**config.mk**
```make
export PLATFORM = sky130hd
export DESIGN_NAME = serial_host_flow_bridge
export DESIGN_NICKNAME = d
export VERILOG_FILES = /design/src/serial_host_flow_bridge_pkg.sv /design/src/char_fifo.sv /design/src/serial_host_flow_bridge.sv
export SDC_FILE = /design/constraint.sdc
export NUM_CORES = 1
export LEC_CHECK = 0
export BUFFER_PORTS_ARGS = -buffer_cell sky130_fd_sc_hd__buf_2
export CORE_MARGIN = 3
export CORE_UTILIZATION = 49
export CTS_CLUSTER_SIZE = 28
export DETAILED_ROUTE_END_ITERATION = 12
export PLACE_DENSITY = 0.72
export SLEW_MARGIN = 30
export SYNTH_ARGS = -nofsm -noshare
export SYNTH_HDL_FRONTEND = slang
export SYNTH_SLANG_ARGS = --single-unit
```
**constraint.sdc**
```tcl
create_clock -name clk_sys -period 6.6 [get_ports clk_sys]
set_input_delay 0.33 -clock clk_sys [delete_from_list [all_inputs] [get_ports clk_sys]]
set_output_delay 0.33 -clock clk_sys [all_outputs]
set_load 0.02 [all_outputs]
```
**src/serial_host_flow_bridge_pkg.sv**
```systemverilog
`default_nettype none
package serial_host_flow_bridge_pkg;
    localparam int          CLK_HZ       = 200_000_000;
    localparam int          DEFAULT_BAUD = 57600;
    localparam int          OVERSAMPLE   = 16;
    localparam logic [15:0] DEFAULT_DIV  = 16'(CLK_HZ / (DEFAULT_BAUD * OVERSAMPLE));
    localparam int          FIFO_WIDTH   = 8;
    localparam int          FIFO_DEPTH   = 16;
    localparam int          LEVEL_W      = 5;
    localparam logic [4:0]  FIFO_FULL    = 5'h10;
    localparam logic [4:0]  CTS_MARGIN   = 5'h04;
    localparam logic [3:0]  MID_TICK     = 4'h7;
    localparam logic [3:0]  LAST_TICK    = 4'hF;
    localparam logic [2:0]  LAST_BIT     = 3'h7;
    localparam logic        CTS_N_RESET  = 1'b0;

    typedef enum logic [4:0] {
        RX_IDLE  = 5'b00001,
        RX_START = 5'b00010,
        RX_DATA  = 5'b00100,
        RX_PAR   = 5'b01000,
        RX_STOP  = 5'b10000
    } rx_state_e;

    typedef enum logic [4:0] {
        TX_IDLE  = 5'b00001,
        TX_START = 5'b00010,
        TX_DATA  = 5'b00100,
        TX_PAR   = 5'b01000,
        TX_STOP  = 5'b10000
    } tx_state_e;
endpackage
`default_nettype wire

```
**src/char_fifo.sv**
```systemverilog
`default_nettype none
module char_fifo #(
    parameter int WIDTH = 8,
    parameter int DEPTH = 16
) (
    input  wire logic                       clk_sys,
    input  wire logic                       nrst,
    input  wire logic [WIDTH-1:0]           in_data,
    input  wire logic                       in_valid,
    output logic                            in_ready,
    output logic [WIDTH-1:0]                out_data,
    output logic                            out_valid,
    input  wire logic                       out_ready,
    output logic [$clog2(DEPTH+1)-1:0]      level
);
    localparam int AW = $clog2(DEPTH);
    localparam int LW = $clog2(DEPTH+1);

    logic [WIDTH-1:0] mem_reg [DEPTH];
    logic [AW-1:0]    wr_reg;
    logic [AW-1:0]    wr_next;
    logic [AW-1:0]    rd_reg;
    logic [AW-1:0]    rd_next;
    logic [LW-1:0]    cnt_reg;
    logic [LW-1:0]    cnt_next;
    logic             push;
    logic             pop;

    assign in_ready  = (cnt_reg != LW'(DEPTH));
    assign out_valid = (cnt_reg != '0);
    assign out_data  = mem_reg[rd_reg];
    assign level     = cnt_reg;
    assign push      = in_valid && in_ready;
    assign pop       = out_valid && out_ready;

    always_comb begin
        wr_next  = push ? AW'(wr_reg + 1'b1) : wr_reg;
        rd_next  = pop ? AW'(rd_reg + 1'b1) : rd_reg;
        cnt_next = cnt_reg;
        if (push && !pop) begin
            cnt_next = LW'(cnt_reg + 1'b1);
        end else if (pop && !push) begin
            cnt_next = LW'(cnt_reg - 1'b1);
        end
    end

    always_ff @(posedge clk_sys or negedge nrst) begin
        if (!nrst) begin
            wr_reg  <= '0;
            rd_reg  <= '0;
            cnt_reg <= '0;
        end else begin
            wr_reg  <= wr_next;
            rd_reg  <= rd_next;
            cnt_reg <= cnt_next;
        end
    end

    always_ff @(posedge clk_sys) begin
        if (push) begin
            mem_reg[wr_reg] <= in_data;
        end
    end
endmodule
`default_nettype wire

```
**src/serial_host_flow_bridge.sv**
```systemverilog
// Behaviour
// [RL1] forward every bus frame, no address filter
// [RL2] radio packet goes onto bus at once
// [RL3] bus nodes never drive simultaneously
// [RL4] handshake option uses separate flow lines
// [RL5] assert clear-to-send while able to accept
// [RL6] send to host only while RTS low
// [RL7] hold host transmission while RTS high
// [RL8] clear-to-send active regardless of handshake option
// [RL9] no handshake lines in RS-485 mode; host_cts_n still resets to CTS_N_RESET, low (active), in either mode
// [RL10] flow control stays local, not over radio
// [RL11] host rate configurable, default 57600 bps
// [RL12] parity gives 8 data plus parity bit
// [RL13] drop clear-to-send before buffer overflows
`default_nettype none
module serial_host_flow_bridge
    import serial_host_flow_bridge_pkg::*;
(
    input  wire logic        clk_sys,
    input  wire logic        nrst,
    input  wire logic        rs485_mode,
    input  wire logic        rts_enable,
    input  wire logic        parity_enable,
    input  wire logic        parity_odd,
    input  wire logic [15:0] baud_div,
    input  wire logic        host_rxd,
    output logic             host_txd,
    input  wire logic        host_rts_n,
    output logic             host_cts_n,
    input  wire logic        bus_rxd,
    output logic             bus_txd,
    output logic             bus_de,
    output logic [7:0]       radio_out_data,
    output logic             radio_out_valid,
    input  wire logic        radio_out_ready,
    input  wire logic [7:0]  radio_in_data,
    input  wire logic        radio_in_valid,
    output logic             radio_in_ready,
    output logic             parity_err,
    output logic             frame_err,
    output logic             overrun_err
);
    logic [15:0]        div_reg;
    logic [15:0]        div_next;
    logic [15:0]        div_eff;
    logic               tick;
    rx_state_e          rx_state_reg;
    rx_state_e          rx_state_next;
    logic [3:0]         rx_os_reg;
    logic [3:0]         rx_os_next;
    logic [2:0]         rx_bit_reg;
    logic [2:0]         rx_bit_next;
    logic [7:0]         rx_shift_reg;
    logic [7:0]         rx_shift_next;
    logic               rx_par_reg;
    logic               rx_par_next;
    logic               rx_bad_reg;
    logic               rx_bad_next;
    logic               rx_line;
    logic               rx_push;
    logic               perr_next;
    logic               ferr_next;
    logic               oerr_next;
    logic               perr_reg;
    logic               ferr_reg;
    logic               oerr_reg;
    tx_state_e          tx_state_reg;
    tx_state_e          tx_state_next;
    logic [3:0]         tx_os_reg;
    logic [3:0]         tx_os_next;
    logic [2:0]         tx_bit_reg;
    logic [2:0]         tx_bit_next;
    logic [7:0]         tx_shift_reg;
    logic [7:0]         tx_shift_next;
    logic               tx_par_reg;
    logic               tx_par_next;
    logic               line_reg;
    logic               line_next;
    logic               de_reg;
    logic               de_next;
    logic               cts_n_reg;
    logic               cts_n_next;
    logic               tx_allowed;
    logic               tx_accept;
    logic               fifo_in_ready;
    logic [LEVEL_W-1:0] fifo_level;

    // oversample tick at 16x the host rate
    assign div_eff = (baud_div == 16'h0000) ? DEFAULT_DIV : baud_div; // see [RL11]
    assign tick    = (div_reg == 16'(div_eff - 16'h0001));

    always_comb begin
        div_next = tick ? 16'h0000 : 16'(div_reg + 16'h0001);
    end

    always_ff @(posedge clk_sys or negedge nrst) begin
        if (!nrst) begin
            div_reg <= 16'h0000;
        end else begin
            div_reg <= div_next;
        end
    end

    // receive from host or bus; own echo ignored while driving the bus
    assign rx_line = rs485_mode ? bus_rxd : host_rxd;

    always_comb begin
        rx_state_next = rx_state_reg;
        rx_os_next    = rx_os_reg;
        rx_bit_next   = rx_bit_reg;
        rx_shift_next = rx_shift_reg;
        rx_par_next   = rx_par_reg;
        rx_bad_next   = rx_bad_reg;
        rx_push       = 1'b0;
        perr_next     = 1'b0;
        ferr_next     = 1'b0;
        if (tick) begin
            case (rx_state_reg)
                RX_IDLE: begin
                    if (!rx_line && !de_reg) begin
                        rx_state_next = RX_START;
                        rx_os_next    = 4'h0;
                    end
                end
                RX_START: begin
                    if (rx_os_reg == MID_TICK) begin
                        rx_state_next = rx_line ? RX_IDLE : RX_DATA;
                        rx_os_next    = 4'h0;
                        rx_bit_next   = 3'h0;
                        rx_par_next   = 1'b0;
                        rx_bad_next   = 1'b0;
                    end else begin
                        rx_os_next = 4'(rx_os_reg + 4'h1);
                    end
                end
                RX_DATA: begin
                    if (rx_os_reg == LAST_TICK) begin
                        rx_os_next    = 4'h0;
                        rx_shift_next = {rx_line, rx_shift_reg[7:1]};
                        rx_par_next   = rx_par_reg ^ rx_line;
                        if (rx_bit_reg == LAST_BIT) begin
                            rx_state_next = parity_enable ? RX_PAR : RX_STOP; // see [RL12]
                        end else begin
                            rx_bit_next = 3'(rx_bit_reg + 3'h1);
                        end
                    end else begin
                        rx_os_next = 4'(rx_os_reg + 4'h1);
                    end
                end
                RX_PAR: begin
                    if (rx_os_reg == LAST_TICK) begin
                        rx_os_next    = 4'h0;
                        rx_bad_next   = (rx_par_reg ^ rx_line) != parity_odd; // see [RL12]
                        rx_state_next = RX_STOP;
                    end else begin
                        rx_os_next = 4'(rx_os_reg + 4'h1);
                    end
                end
                RX_STOP: begin
                    if (rx_os_reg == LAST_TICK) begin
                        rx_state_next = RX_IDLE;
                        rx_os_next    = 4'h0;
                        if (!rx_line) begin
                            ferr_next = 1'b1;
                        end else if (rx_bad_reg) begin
                            perr_next = 1'b1;
                        end else begin
                            rx_push = 1'b1; // see [RL1]
                        end
                    end else begin
                        rx_os_next = 4'(rx_os_reg + 4'h1);
                    end
                end
                default: begin
                    rx_state_next = RX_IDLE;
                end
            endcase
        end
        oerr_next = rx_push && !fifo_in_ready;
    end

    always_ff @(posedge clk_sys or negedge nrst) begin
        if (!nrst) begin
            rx_state_reg <= RX_IDLE;
            rx_os_reg    <= 4'h0;
            rx_bit_reg   <= 3'h0;
            rx_shift_reg <= 8'h00;
            rx_par_reg   <= 1'b0;
            rx_bad_reg   <= 1'b0;
            perr_reg     <= 1'b0;
            ferr_reg     <= 1'b0;
            oerr_reg     <= 1'b0;
        end else begin
            rx_state_reg <= rx_state_next;
            rx_os_reg    <= rx_os_next;
            rx_bit_reg   <= rx_bit_next;
            rx_shift_reg <= rx_shift_next;
            rx_par_reg   <= rx_par_next;
            rx_bad_reg   <= rx_bad_next;
            perr_reg     <= perr_next;
            ferr_reg     <= ferr_next;
            oerr_reg     <= oerr_next;
        end
    end

    char_fifo #(
        .WIDTH (FIFO_WIDTH),
        .DEPTH (FIFO_DEPTH)
    ) u_fifo (
        .clk_sys   (clk_sys),
        .nrst      (nrst),
        .in_data   (rx_shift_reg),
        .in_valid  (rx_push),
        .in_ready  (fifo_in_ready),
        .out_data  (radio_out_data),
        .out_valid (radio_out_valid),
        .out_ready (radio_out_ready),
        .level     (fifo_level)
    );

    // transmit side: handshake gating only on the RS-232 port
    assign tx_allowed     = rs485_mode || !rts_enable || !host_rts_n; // see [RL4] see [RL6] see [RL7] see [RL9]
    assign radio_in_ready = (tx_state_reg == TX_IDLE) && tx_allowed;
    assign tx_accept      = radio_in_valid && radio_in_ready;

    always_comb begin
        tx_state_next = tx_state_reg;
        tx_os_next    = tx_os_reg;
        tx_bit_next   = tx_bit_reg;
        tx_shift_next = tx_shift_reg;
        tx_par_next   = tx_par_reg;
        line_next     = line_reg;
        if (tx_state_reg == TX_IDLE) begin
            line_next = 1'b1;
            if (tx_accept) begin
                tx_state_next = TX_START; // see [RL2]
                tx_os_next    = 4'h0;
                tx_shift_next = radio_in_data;
                tx_par_next   = (^radio_in_data) ^ parity_odd;
                line_next     = 1'b0;
            end
        end else if (tick) begin
            if (tx_os_reg != LAST_TICK) begin
                tx_os_next = 4'(tx_os_reg + 4'h1);
            end else begin
                tx_os_next = 4'h0;
                case (tx_state_reg)
                    TX_START: begin
                        tx_state_next = TX_DATA;
                        tx_bit_next   = 3'h0;
                        line_next     = tx_shift_reg[0];
                    end
                    TX_DATA: begin
                        tx_shift_next = {1'b1, tx_shift_reg[7:1]};
                        if (tx_bit_reg == LAST_BIT) begin
                            tx_state_next = parity_enable ? TX_PAR : TX_STOP; // see [RL12]
                            line_next     = parity_enable ? tx_par_reg : 1'b1;
                        end else begin
                            tx_bit_next = 3'(tx_bit_reg + 3'h1);
                            line_next   = tx_shift_reg[1];
                        end
                    end
                    TX_PAR: begin
                        tx_state_next = TX_STOP;
                        line_next     = 1'b1;
                    end
                    default: begin
                        tx_state_next = TX_IDLE;
                        line_next     = 1'b1;
                    end
                endcase
            end
        end
        // driver enabled only for our own frame, bus idle otherwise
        de_next    = rs485_mode && (tx_state_next != TX_IDLE); // see [RL3]
        // clear-to-send from local buffer room only in RS-232 mode; held high in RS-485 mode
        cts_n_next = rs485_mode || ((FIFO_FULL - fifo_level) < CTS_MARGIN); // see [RL5] see [RL8] see [RL9] see [RL13]
    end

    always_ff @(posedge clk_sys or negedge nrst) begin
        if (!nrst) begin
            tx_state_reg <= TX_IDLE;
            tx_os_reg    <= 4'h0;
            tx_bit_reg   <= 3'h0;
            tx_shift_reg <= 8'h00;
            tx_par_reg   <= 1'b0;
            line_reg     <= 1'b1;
            de_reg       <= 1'b0;
            cts_n_reg    <= CTS_N_RESET;
        end else begin
            tx_state_reg <= tx_state_next;
            tx_os_reg    <= tx_os_next;
            tx_bit_reg   <= tx_bit_next;
            tx_shift_reg <= tx_shift_next;
            tx_par_reg   <= tx_par_next;
            line_reg     <= line_next;
            de_reg       <= de_next;
            cts_n_reg    <= cts_n_next;
        end
    end

    assign host_txd    = rs485_mode ? 1'b1 : line_reg;
    assign bus_txd     = line_reg;
    assign bus_de      = de_reg;
    assign host_cts_n  = cts_n_reg;
    assign parity_err  = perr_reg;
    assign frame_err   = ferr_reg;
    assign overrun_err = oerr_reg;
endmodule
`default_nettype wire

```
==> results.ini, run 1 <==
[final_layout]
antenna_cells=0
area_growth_pct=12.85
final_cells=1097
final_common_cell=edfxtp_1
layout.cells.most_common_list=edfxtp_1, dfrtp_1, nor2_1
drive_gt1_share_pct=21.27
fin_nets=873
largest_reg_flops=128

[timing]
hold_viol=0
final-setup-viol-count=0
rsz0062_at_grt=false
fin_crit_sh_pct=71.56
slew_headroom_pct=37.04
fin_tns_setup_ns=0
holdWs_ns=0.1322
fmax_mhz=211.7
drv_slew=0
tightest_slew_ns=0.9410
fin_crit_ns=4.723
setup_ws_ns=1.877
clock_skew_ns=0.01223

[power]
power.density_nw_per_um2=268.2
seqPwrFrac_pct=48.6
intPower_w=0.002275
swShare_pct=25.02
pwr-share-clk_pct=37.0
comb_power_share_pct=14.4
p_switching_w=0.0007589
vdd_drop_max_mv=0.2388
leakage_nw=4.671

[worst_hold_path]
hold_class=primary input to flip-flop

[synth]
synth_area_um2=10020
synth.yosys.seq_area_share_pct=57.87
synth_edf_count=128
synthAdderAreaFrac_pct=2.572
synth_top_family_by_area=simple AND/OR/NAND/NOR gates
yosys.area_share.simple_pct=13.23
ys.flop_type=edfxtp_1
ys_types=73
synth_cells=758
ys_async_sr_fraction_pct=37.86
synth-compound-area-share_pct=7.541
synth_area_per_cell_um2=13.22
synth-seq-cells=206
yosys-mux-area-fraction_pct=12.00
synthXorXnorAreaFrac_pct=4.282
synth_fp_nets=813
yosys_warnings=0

[die]
die_area_um2=22210
die_x_um=149.0
fp.dieH_um=149.0
start_util_pct=50.66
ioPinCount=52
core_area_um2=19780
rows=51

[placed_design]
gp_congestion=0.8798
post-place-ws_ns=1.430
io_buffers=51
hpwl_mm=14.48
numPlacedInstances=1060

[clock_network]
clk_pin_slew_ns=0.06
cts_tree=yes
cts_setup_buffers=0
cts_root_buf=clkbuf_16
cts_htree_levels=1
hold_buffers=1
cts-resized-gates=0
clk_latency_ns=0.49
cts.sink_count=206
numCtsBuffers=20
cts_buffer_depth=3

[global_routing]
grt.total_usage_pct=19.22
grt_max_degree=52
grt.overflow.total=0
grt_pass1_vias=6315
antenna_found_initial=0
grt_pass1_wl_mm=34.13

[critical_path]
worstPathRequired_ns=6.97
worstPathMaxFanout=16
setup.worst_path.end_class=flip-flop
ff2ff_path_depth=8
critPathCapture=u_fifo.level[4]
crit_start=baud_div[4]
rr_startpoint=div_reg[4]
critPathKind=primary input to flip-flop
crit_arrival_ns=5.10
rr_endpoint=rx_shift_reg[4]
startpoint_type=primary input
reg2reg_slack_ns=2.70

[detailed_routing]
drtAntennaViolNets=0
firstDrtPassIters=5
wl_met2_mm=10.32
wl_met1_mm=9.270
drt_iter0_drc=456
drc_errors=0
vias=6443
met3_length_mm=1.069
wl_per_cell_um=19.20
vias_per_cell=5.873
routed_wl_mm=21.07
top_layer=met4

[outcome]
outcome=complete, no violations

[flow_run]
maxCapViolCount=0

[cell type report]
type | instances | area (um^2)
multi-input cells | 490 | 3990
fillers | 1606 | 8472
well taps | 265 | 331.6
repair buffers | 70 | 422.9
inverters | 30 | 112.6
clock inverters | 8 | 101.3
clock buffers | 28 | 550.5
flip-flops and latches | 206 | 5801
[cell usage after synthesis, types with 3 or more instances]
master	count	area, um^2
edfxtp_1	128	3844
dfrtp_1	75	1877
nor2_1	68	255.2
mux4_2	40	900.9
nand2_1	34	127.6
inv_1	30	112.6
xnor2_1	30	262.8
nor3_1	26	130.1
o21ai_0	24	120.1
nand3_1	23	115.1
clkbuf_1	21	78.83
ha_1	19	237.7
xor2_1	19	166.4
a21oi_1	18	90.09
nor4_1	14	87.58
mux2_2	13	146.4
nand2b_1	13	81.33
o22ai_1	12	75.07
and3_1	8	50.05
a22oi_1	7	52.55
mux2_4	7	105.1
nand4_1	7	43.79
o31ai_1	7	52.55
or3_1	7	43.79
or4_1	7	52.55
buf_1	6	22.52
a31oi_1	5	31.28
mux2i_1	5	50.05
a21o_1	4	30.03
a22o_1	4	35.03
nor3b_1	4	30.03
o2111ai_1	4	35.03
a211oi_1	3	22.52
and2_1	3	18.77
buf_2	3	15.01
dfstp_2	3	78.83
nor2b_1	3	18.77
or2_2	3	18.77
[cell families (layout without fill, tap and decap cells)]
| group | Yosys count | count (layout) |
|---|---|---|
| and+or+nand+nor | 243 | 243 |
| AOI/OAI and AO/OA | 113 | 113 |
| DFF | 206 | 206 |
| adders and majority gates | 20 | 20 |
| xor gates and xnor gates | 49 | 49 |
| muxes | 65 | 65 |
| buffers and inverters | 62 | 136 |
[power groups by stage]
stage | Combinational [W] | Clock (W) | Sequential, W
3_3_place_gp | 0.000437 | 0 | 0.00150
5_1_grt | 0.000482 | 0.00120 | 0.00148
6_report | 0.000436 | 0.00112 | 0.00148
3_5_place_dp | 0.000445 | 0 | 0.00150
2_1_floorplan | 0.000377 | 0 | 0.00146
4_1_cts | 0.000445 | 0.00115 | 0.00148
[per-stage QoR]
stage | instance area, um^2 | total power, W | utilization, %
6_report | 11310 | 0.003034 | 57.17
4_1_cts | 11310 | 0.003071 | 57.17
2_1_floorplan | 10020 | 0.001832 | -
5_1_grt | 11310 | 0.003162 | 57.17
3_5_place_dp | 10650 | 0.001947 | 53.83
3_3_place_gp | 10620 | 0.001941 | 53.69
[worst max-delay path, cell delays in order]
cell and delay, ns:
buf_2 0.25, or4_1 0.21, nor3_1 0.06, buf_4 0.17, a21oi_1 0.14, ha_1 0.28, nor3b_2 0.49, nand3_1 0.22
or2_0 0.28, o311ai_0 0.51, nand2_1 0.18, nor4_4 0.25, and3_1 0.30, ha_1 0.23, inv_1 0.11, fa_1 0.42
a21o_1 0.17, a21oi_1 0.17, xnor2_1 0.13, nor2_1 0.06, xnor2_1 0.13
[worst min-delay path by stage]
stage	from	endpoint	slack, ns	cells past startpoint
6_report	radio_in_data[7]	tx_shift_reg[7]	0.13	3
5_1_grt	radio_in_data[7]	tx_shift_reg[7]	0.16	3
4_1_cts	radio_in_data[7]	tx_shift_reg[7]	0.12	3
3_5_place_dp	nrst	tx_shift_reg[6]	0.29	1
3_3_place_gp	tx_par_reg	tx_par_reg	0.47	2
2_1_floorplan	nrst	bus_de	0.03	0
[layer usage]
metal  global-route usage, %  vias to the layer above
met5                       0                        -
met4                   3.616                        0
met3                   2.826                       33
met2                   31.46                      185
met1                   28.01                     3218
li1                        -                     3007
Power figures use the tool's default switching activity.
==> run 2: changes to the inputs <==
--- a/config.mk
+++ b/config.mk
@@ -10,7 +10,7 @@
 export CORE_UTILIZATION = 49
 export CTS_CLUSTER_SIZE = 28
 export DETAILED_ROUTE_END_ITERATION = 12
-export PLACE_DENSITY = 0.72
+export PLACE_DENSITY = 0.75
 export SLEW_MARGIN = 30
 export SYNTH_ARGS = -nofsm -noshare
 export SYNTH_HDL_FRONTEND = slang
==> constraint.sdc (replaced) <==
create_clock -name clk_sys -period 4 [get_ports clk_sys]
set_input_delay 0.2 -clock clk_sys [delete_from_list [all_inputs] [get_ports clk_sys]]
set_output_delay 0.2 -clock clk_sys [all_outputs]
set_load 0.02 [all_outputs]
==> results.ini, run 2 (synthesis gave the netlist of run 1 again) <==
[timing]
holdWs_ns=0.03246
fmax_mhz=260.8
fin_crit_ns=3.834
hold_viol=0
final-setup-viol-count=0
drv_slew=0
slew_headroom_pct=43.81
rsz0062_at_grt=true
setup_ws_ns=0.1656
fin_tns_setup_ns=0
clock_skew_ns=0.01668
tightest_slew_ns=0.8429
fin_crit_sh_pct=95.86

[die]
die_area_um2=22210
ioPinCount=52
fp.dieH_um=149.0
core_area_um2=19780
rows=51
die_x_um=149.0
start_util_pct=50.66

[global_routing]
grt.total_usage_pct=20.33
met1_usage_pct=27.93
grt_max_degree=45
antenna_found_initial=0
grtUsageMet3_pct=3.191
grt_pass1_vias=6781
grt_pass1_wl_mm=36.02
use_met2_pct=34.42
grt.busiest_layer=met2
grt.overflow.total=0

[clock_network]
cts.sink_count=206
cts_buffer_depth=3
cts_htree_levels=1
cts_tree=yes
numCtsBuffers=21
clk_latency_ns=0.50
clk_pin_slew_ns=0.06
cts_root_buf=clkbuf_16

[detailed_routing]
wl_per_cell_um=18.88
vias=6702
routed_wl_mm=21.96
drt_iter0_drc=460
drc_errors=0
firstDrtPassIters=5
vias_per_cell=5.763
drtAntennaViolNets=0

[flow_run]
maxCapViolCount=0

[worst_hold_path]
hold_end=bus_de
hold_class=primary input to flip-flop
min_from=rs485_mode
holdPathStages=2

[critical_path]
rr_startpoint=div_reg[4]
reg2reg_slack_ns=0.43
worstPathMaxFanout=7
crit_arrival_ns=4.21
setup.worst_path.end_class=flip-flop
crit_start=baud_div[9]
rr_endpoint=u_fifo.level[4]
critPathKind=primary input to flip-flop
ff2ff_path_depth=15
worstPathRequired_ns=4.37
startpoint_type=primary input

[final_layout]
antenna_cells=0
largest_reg_flops=128
fin_nets=938
drive_gt1_share_pct=30.62
area_growth_pct=21.20
finish.utilization_pct=61.40
layout.cells.most_common_list=edfxtp_1, dfrtp_1, buf_4
final_common_cell=edfxtp_1

[power]
pwr-share-clk_pct=37.8
swShare_pct=25.15
seqPwrFrac_pct=48.3
leakage_nw=5.149
comb_power_share_pct=13.9
intPower_w=0.003872
p_total_w=0.005173
p_switching_w=0.001301
vdd_drop_max_mv=0.3070
power.density_nw_per_um2=425.8

[placed_design]
io_buffers=51
hpwl_mm=15.41
post-place-ws_ns=-0.5221
gp_congestion=0.8953

[outcome]
outcome=complete, no violations

[run 2: cell count changes in the layout (fill, tap and decap cells not counted), sizes merged]
cell | previous run | this run
buf | 69 | 132
clkbuf | 28 | 26
clkinv | 5 | 6
clkinvlp | 1 | 3
dlygate4sd3 | 1 | 2
inv | 30 | 31
[run 2: final cells by class]
type                    instances  area [um^2]
clock buffers                  26        584.3
clock inverters                12        120.1
fillers                      1534         7635
inverters                      30        112.6
multi-input cells             490         4185
flip-flops and latches        206         5802
well taps                     265        331.6
repair buffers                134         1011
[run 2: timing repair]
action / in CTS / in global routing
buffers inserted: 0 / 0
endpoints found under the setup margin: 1 / 109
resized for setup: 1 / 4
endpoints found under the hold margin: 43 / 0
hold buffers: 2 / 0
pin swaps: 0 / 5
[run 2: worst max path at each step]
stage | end | depth (start not counted)
6_report | u_fifo.level[4] | 21
5_1_grt | u_fifo.level[4] | 21
4_1_cts | u_fifo.level[4] | 20
3_5_place_dp | u_fifo.level[4] | 20
3_3_place_gp | u_fifo.level[4] | 20
2_1_floorplan | u_fifo.level[4] | 20
[run 2: per-layer routing]
metal | vias to the layer above | wire (um)
li1 | 3161 | -
met1 | 3336 | 9519
met2 | 172 | 10980
met3 | 33 | 987
met4 | 0 | 471
met5 | - | 0
[run 2: critical path: stages]
cell	delay, ns
buf_2	0.10
or4_4	0.56
nor3_4	0.18
a21oi_2	0.10
ha_4	0.18
nor3b_2	0.17
buf_4	0.14
nand2_1	0.05
mux2_2	0.13
o211ai_1	0.08
or4_4	0.56
nor4_4	0.33
and3_4	0.26
ha_4	0.13
inv_2	0.05
fa_2	0.34
a21o_1	0.17
a21oi_2	0.14
xnor2_1	0.13
nor2_1	0.07
xnor2_1	0.12
[run 2: power groups by stage]
stage	logic (W)	clock network (W)	registers, W
finish	0.000720	0.00195	0.00250
global route	0.000797	0.00208	0.00252
CTS	0.000731	0.00200	0.00250
detailed placement	0.000722	0	0.00254
global placement	0.000711	0	0.00254
floorplan	0.000635	0	0.00240
[run 2: stage by stage]
step           cells  cell area [um^2]
4_1_cts         1163             12130
6_report        1163             12150
3_5_place_dp    1123             11390
2_1_floorplan    758             10220
3_3_place_gp    1123             11390
5_1_grt         1163             12150
==> run 3: changes to the inputs <==
--- a/config.mk
+++ b/config.mk
@@ -5,12 +5,15 @@
 export SDC_FILE = /design/constraint.sdc
 export NUM_CORES = 1
 export LEC_CHECK = 0
+export ABC_AREA = 1
 export BUFFER_PORTS_ARGS = -buffer_cell sky130_fd_sc_hd__buf_2
 export CORE_MARGIN = 3
 export CORE_UTILIZATION = 49
 export CTS_CLUSTER_SIZE = 28
 export DETAILED_ROUTE_END_ITERATION = 12
+export GPL_TIMING_DRIVEN = 0
 export PLACE_DENSITY = 0.75
+export SKIP_CTS_REPAIR_TIMING = 1
 export SLEW_MARGIN = 30
 export SYNTH_ARGS = -nofsm -noshare
 export SYNTH_HDL_FRONTEND = slang
==> results.ini, run 3 <==
[outcome]
outcome=complete, no violations

[final_layout]
drive_gt1_share_pct=13.30
area_growth_pct=14.99
finish.utilization_pct=58.31
antenna_cells=0
final_common_cell=nand2_1
post-route-cell-area_um2=11530
largest_reg_flops=128
fillCellCount=1694
layout.cells.most_common_list=nand2_1, edfxtp_1, nor2_1
fin_nets=1160
final_cells=1385

[critical_path]
rr_startpoint=div_reg[2]
critical_path.top_delay_family=simple AND/OR/NAND/NOR gates
reg2reg_slack_ns=0.69
startpoint_type=primary input
rr_endpoint=u_fifo.level[4]
crit_buf_inv=5
max_stage_delay_ns=0.37
crit_arrival_ns=4.09
ff2ff_path_depth=20
worstPathMaxFanout=10
setup.worst_path.end_class=flip-flop
worstPathRequired_ns=4.41
critPathKind=primary input to flip-flop
cp_common_cell=nor2_1
critPathSlowestCell=fa_2

[power]
power.density_nw_per_um2=566.7
comb_power_share_pct=28.3
leakage_nw=4.970
pwr-share-clk_pct=34.3
swShare_pct=33.30
vdd_drop_max_mv=0.4159
p_switching_w=0.002177
seqPwrFrac_pct=37.4
intPower_w=0.004360

[worst_hold_path]
hold_class=primary input to flip-flop
min_from=parity_enable
hold_end=rx_state_reg[3]
holdPathStages=3

[timing]
slew_headroom_pct=37.22
rsz0062_at_grt=false
clock_skew_ns=0.01961
tightest_slew_ns=0.9382
fmax_mhz=272.1
setup_ws_ns=0.3245
final-setup-viol-count=0
fin_crit_sh_pct=91.89
drv_slew=0
hold_viol=0
fin_crit_ns=3.676

[die]
die_area_um2=22220
core_area_um2=19780
fp.dieH_um=149.1
ioPinCount=52
rows=51
die_x_um=149.1
start_util_pct=50.71

[synth]
ys_async_sr_fraction_pct=37.86
synth_edf_count=128
synth_top_family_by_area=simple AND/OR/NAND/NOR gates
synth_cells=1021
ys_top_cells_by_count=nand2_1, edfxtp_1, nor2_1, inv_1, o21ai_0
yosys-mux-area-fraction_pct=0.7110
ys.flop_type=edfxtp_1
synth.yosys.seq_area_share_pct=57.81
synth_area_leaders=edfxtp_1, dfrtp_1, nand2_1, nor2_1, o21ai_0
synth-seq-cells=206
synthAdderAreaFrac_pct=2.570
synth_largest_area_cell=edfxtp_1
yosysMostFrequentCell=nand2_1
synth_fp_nets=1076
synth-compound-area-share_pct=11.35
yosys_warnings=0
yosysTopAreaCellShare_pct=38.32
ys_types=50
yosys.area_share.simple_pct=18.96
synth_area_um2=10030
synth_area_per_cell_um2=9.825
synthXorXnorAreaFrac_pct=3.318

[detailed_routing]
vias=7577
routed_wl_mm=23.07
drt_iter0_drc=628
drtAntennaViolNets=0
drc_errors=0
vias_per_cell=5.471
wl_per_cell_um=16.66
firstDrtPassIters=7

[global_routing]
antenna_found_initial=0
grt_pass1_vias=7282
grt_max_degree=58
grt.total_usage_pct=20.73
grt.overflow.total=0
grt_pass1_wl_mm=36.93

[placed_design]
io_buffers=51
post-place-ws_ns=-0.3989
gp_congestion=0.8633
hpwl_mm=15.65
dpl-instance-area_um2=10650
numPlacedInstances=1338

[clock_network]
cts_root_buf=clkbuf_16
cts_buffer_depth=3
cts_tree=yes
clk_latency_ns=0.50
cts_htree_levels=1
numCtsBuffers=21
clk_pin_slew_ns=0.06
cts.sink_count=206

[flow_run]
maxCapViolCount=0

-- run 3: power by group through the flow --
stage                     Clock, W  Combinational [W]  Sequential [W]
after floorplan                  0            0.00120         0.00247
after global placement           0            0.00173         0.00248
after detailed placement         0            0.00178         0.00249
after CTS                  0.00228            0.00181         0.00244
after global routing       0.00236            0.00202         0.00246
final                      0.00224            0.00185         0.00245
-- run 3: final cells by class --
| type | count | area, um^2 | area share (%) |
|---|---|---|---|
| clock inverters | 15 | 257.7 | 2.235 |
| well taps | 265 | 331.6 | 2.875 |
| multi-input cells | 681 | 3719 | 32.24 |
| repair buffers | 61 | 364.1 | 3.157 |
| inverters | 107 | 404.1 | 3.504 |
| plain buffers | 27 | 126.4 | 1.096 |
| clock buffers | 23 | 533.0 | 4.621 |
| flip-flops and latches | 206 | 5799 | 50.28 |
-- run 3: worst max-delay path by stage --
stage / startpoint / to / slack (ns) / cells past startpoint
floorplan: baud_div[3] / u_fifo.level[4] / 0.39 / 29
global placement: baud_div[12] / u_fifo.level[4] / -0.34 / 29
detailed placement: baud_div[12] / u_fifo.level[4] / -0.40 / 29
CTS: baud_div[12] / u_fifo.level[4] / 0.09 / 29
global route: baud_div[2] / u_fifo.level[4] / 0.005 / 29
finish: baud_div[2] / u_fifo.level[4] / 0.32 / 29
-- run 3: worst reg2reg max path, delay by kind of cell, from the launching register on --
kind	cells	cell delay, ns
buffers and inverters	2	0.21
flip-flops	1	0.42
AND/OR/NAND/NOR	12	1.35
AO/OA/AOI/OAI	2	0.32
XOR/XNOR	2	0.34
adder cells (fa/ha/maj)	2	0.58
-- run 3: routing by layer --
metal,part of all wire [%],GRT usage [%],vias up
li1,-,-,3663
met1,43,28.25,3569
met2,47,34.17,285
met3,7.0,3.403,60
met4,3.4,6.773,0
met5,0,0,-
-- run 3: through the flow --
stage / power [W] / setup TNS [ns] / hold WS, ns
final: 0.006537 / 0 / 0.01588
after global routing: 0.006836 / 0 / 0.01809
after CTS: 0.006525 / 0 / -0.4566
after detailed placement: 0.004264 / -3.679 / 0.06842
after global placement: 0.004214 / -1.784 / 0.4208
after floorplan: 0.003676 / 0 / -0.09559
-- run 3: cell families (layout without fill, tap and decap cells) --
logic type	after synthesis	after routing
adders and majority gates	20	20
muxes	7	7
AOI/OAI and AO/OA	199	199
and+or+nand+nor	417	417
buffers and inverters	134	233
xor gates and xnor gates	38	38
DFF	206	206
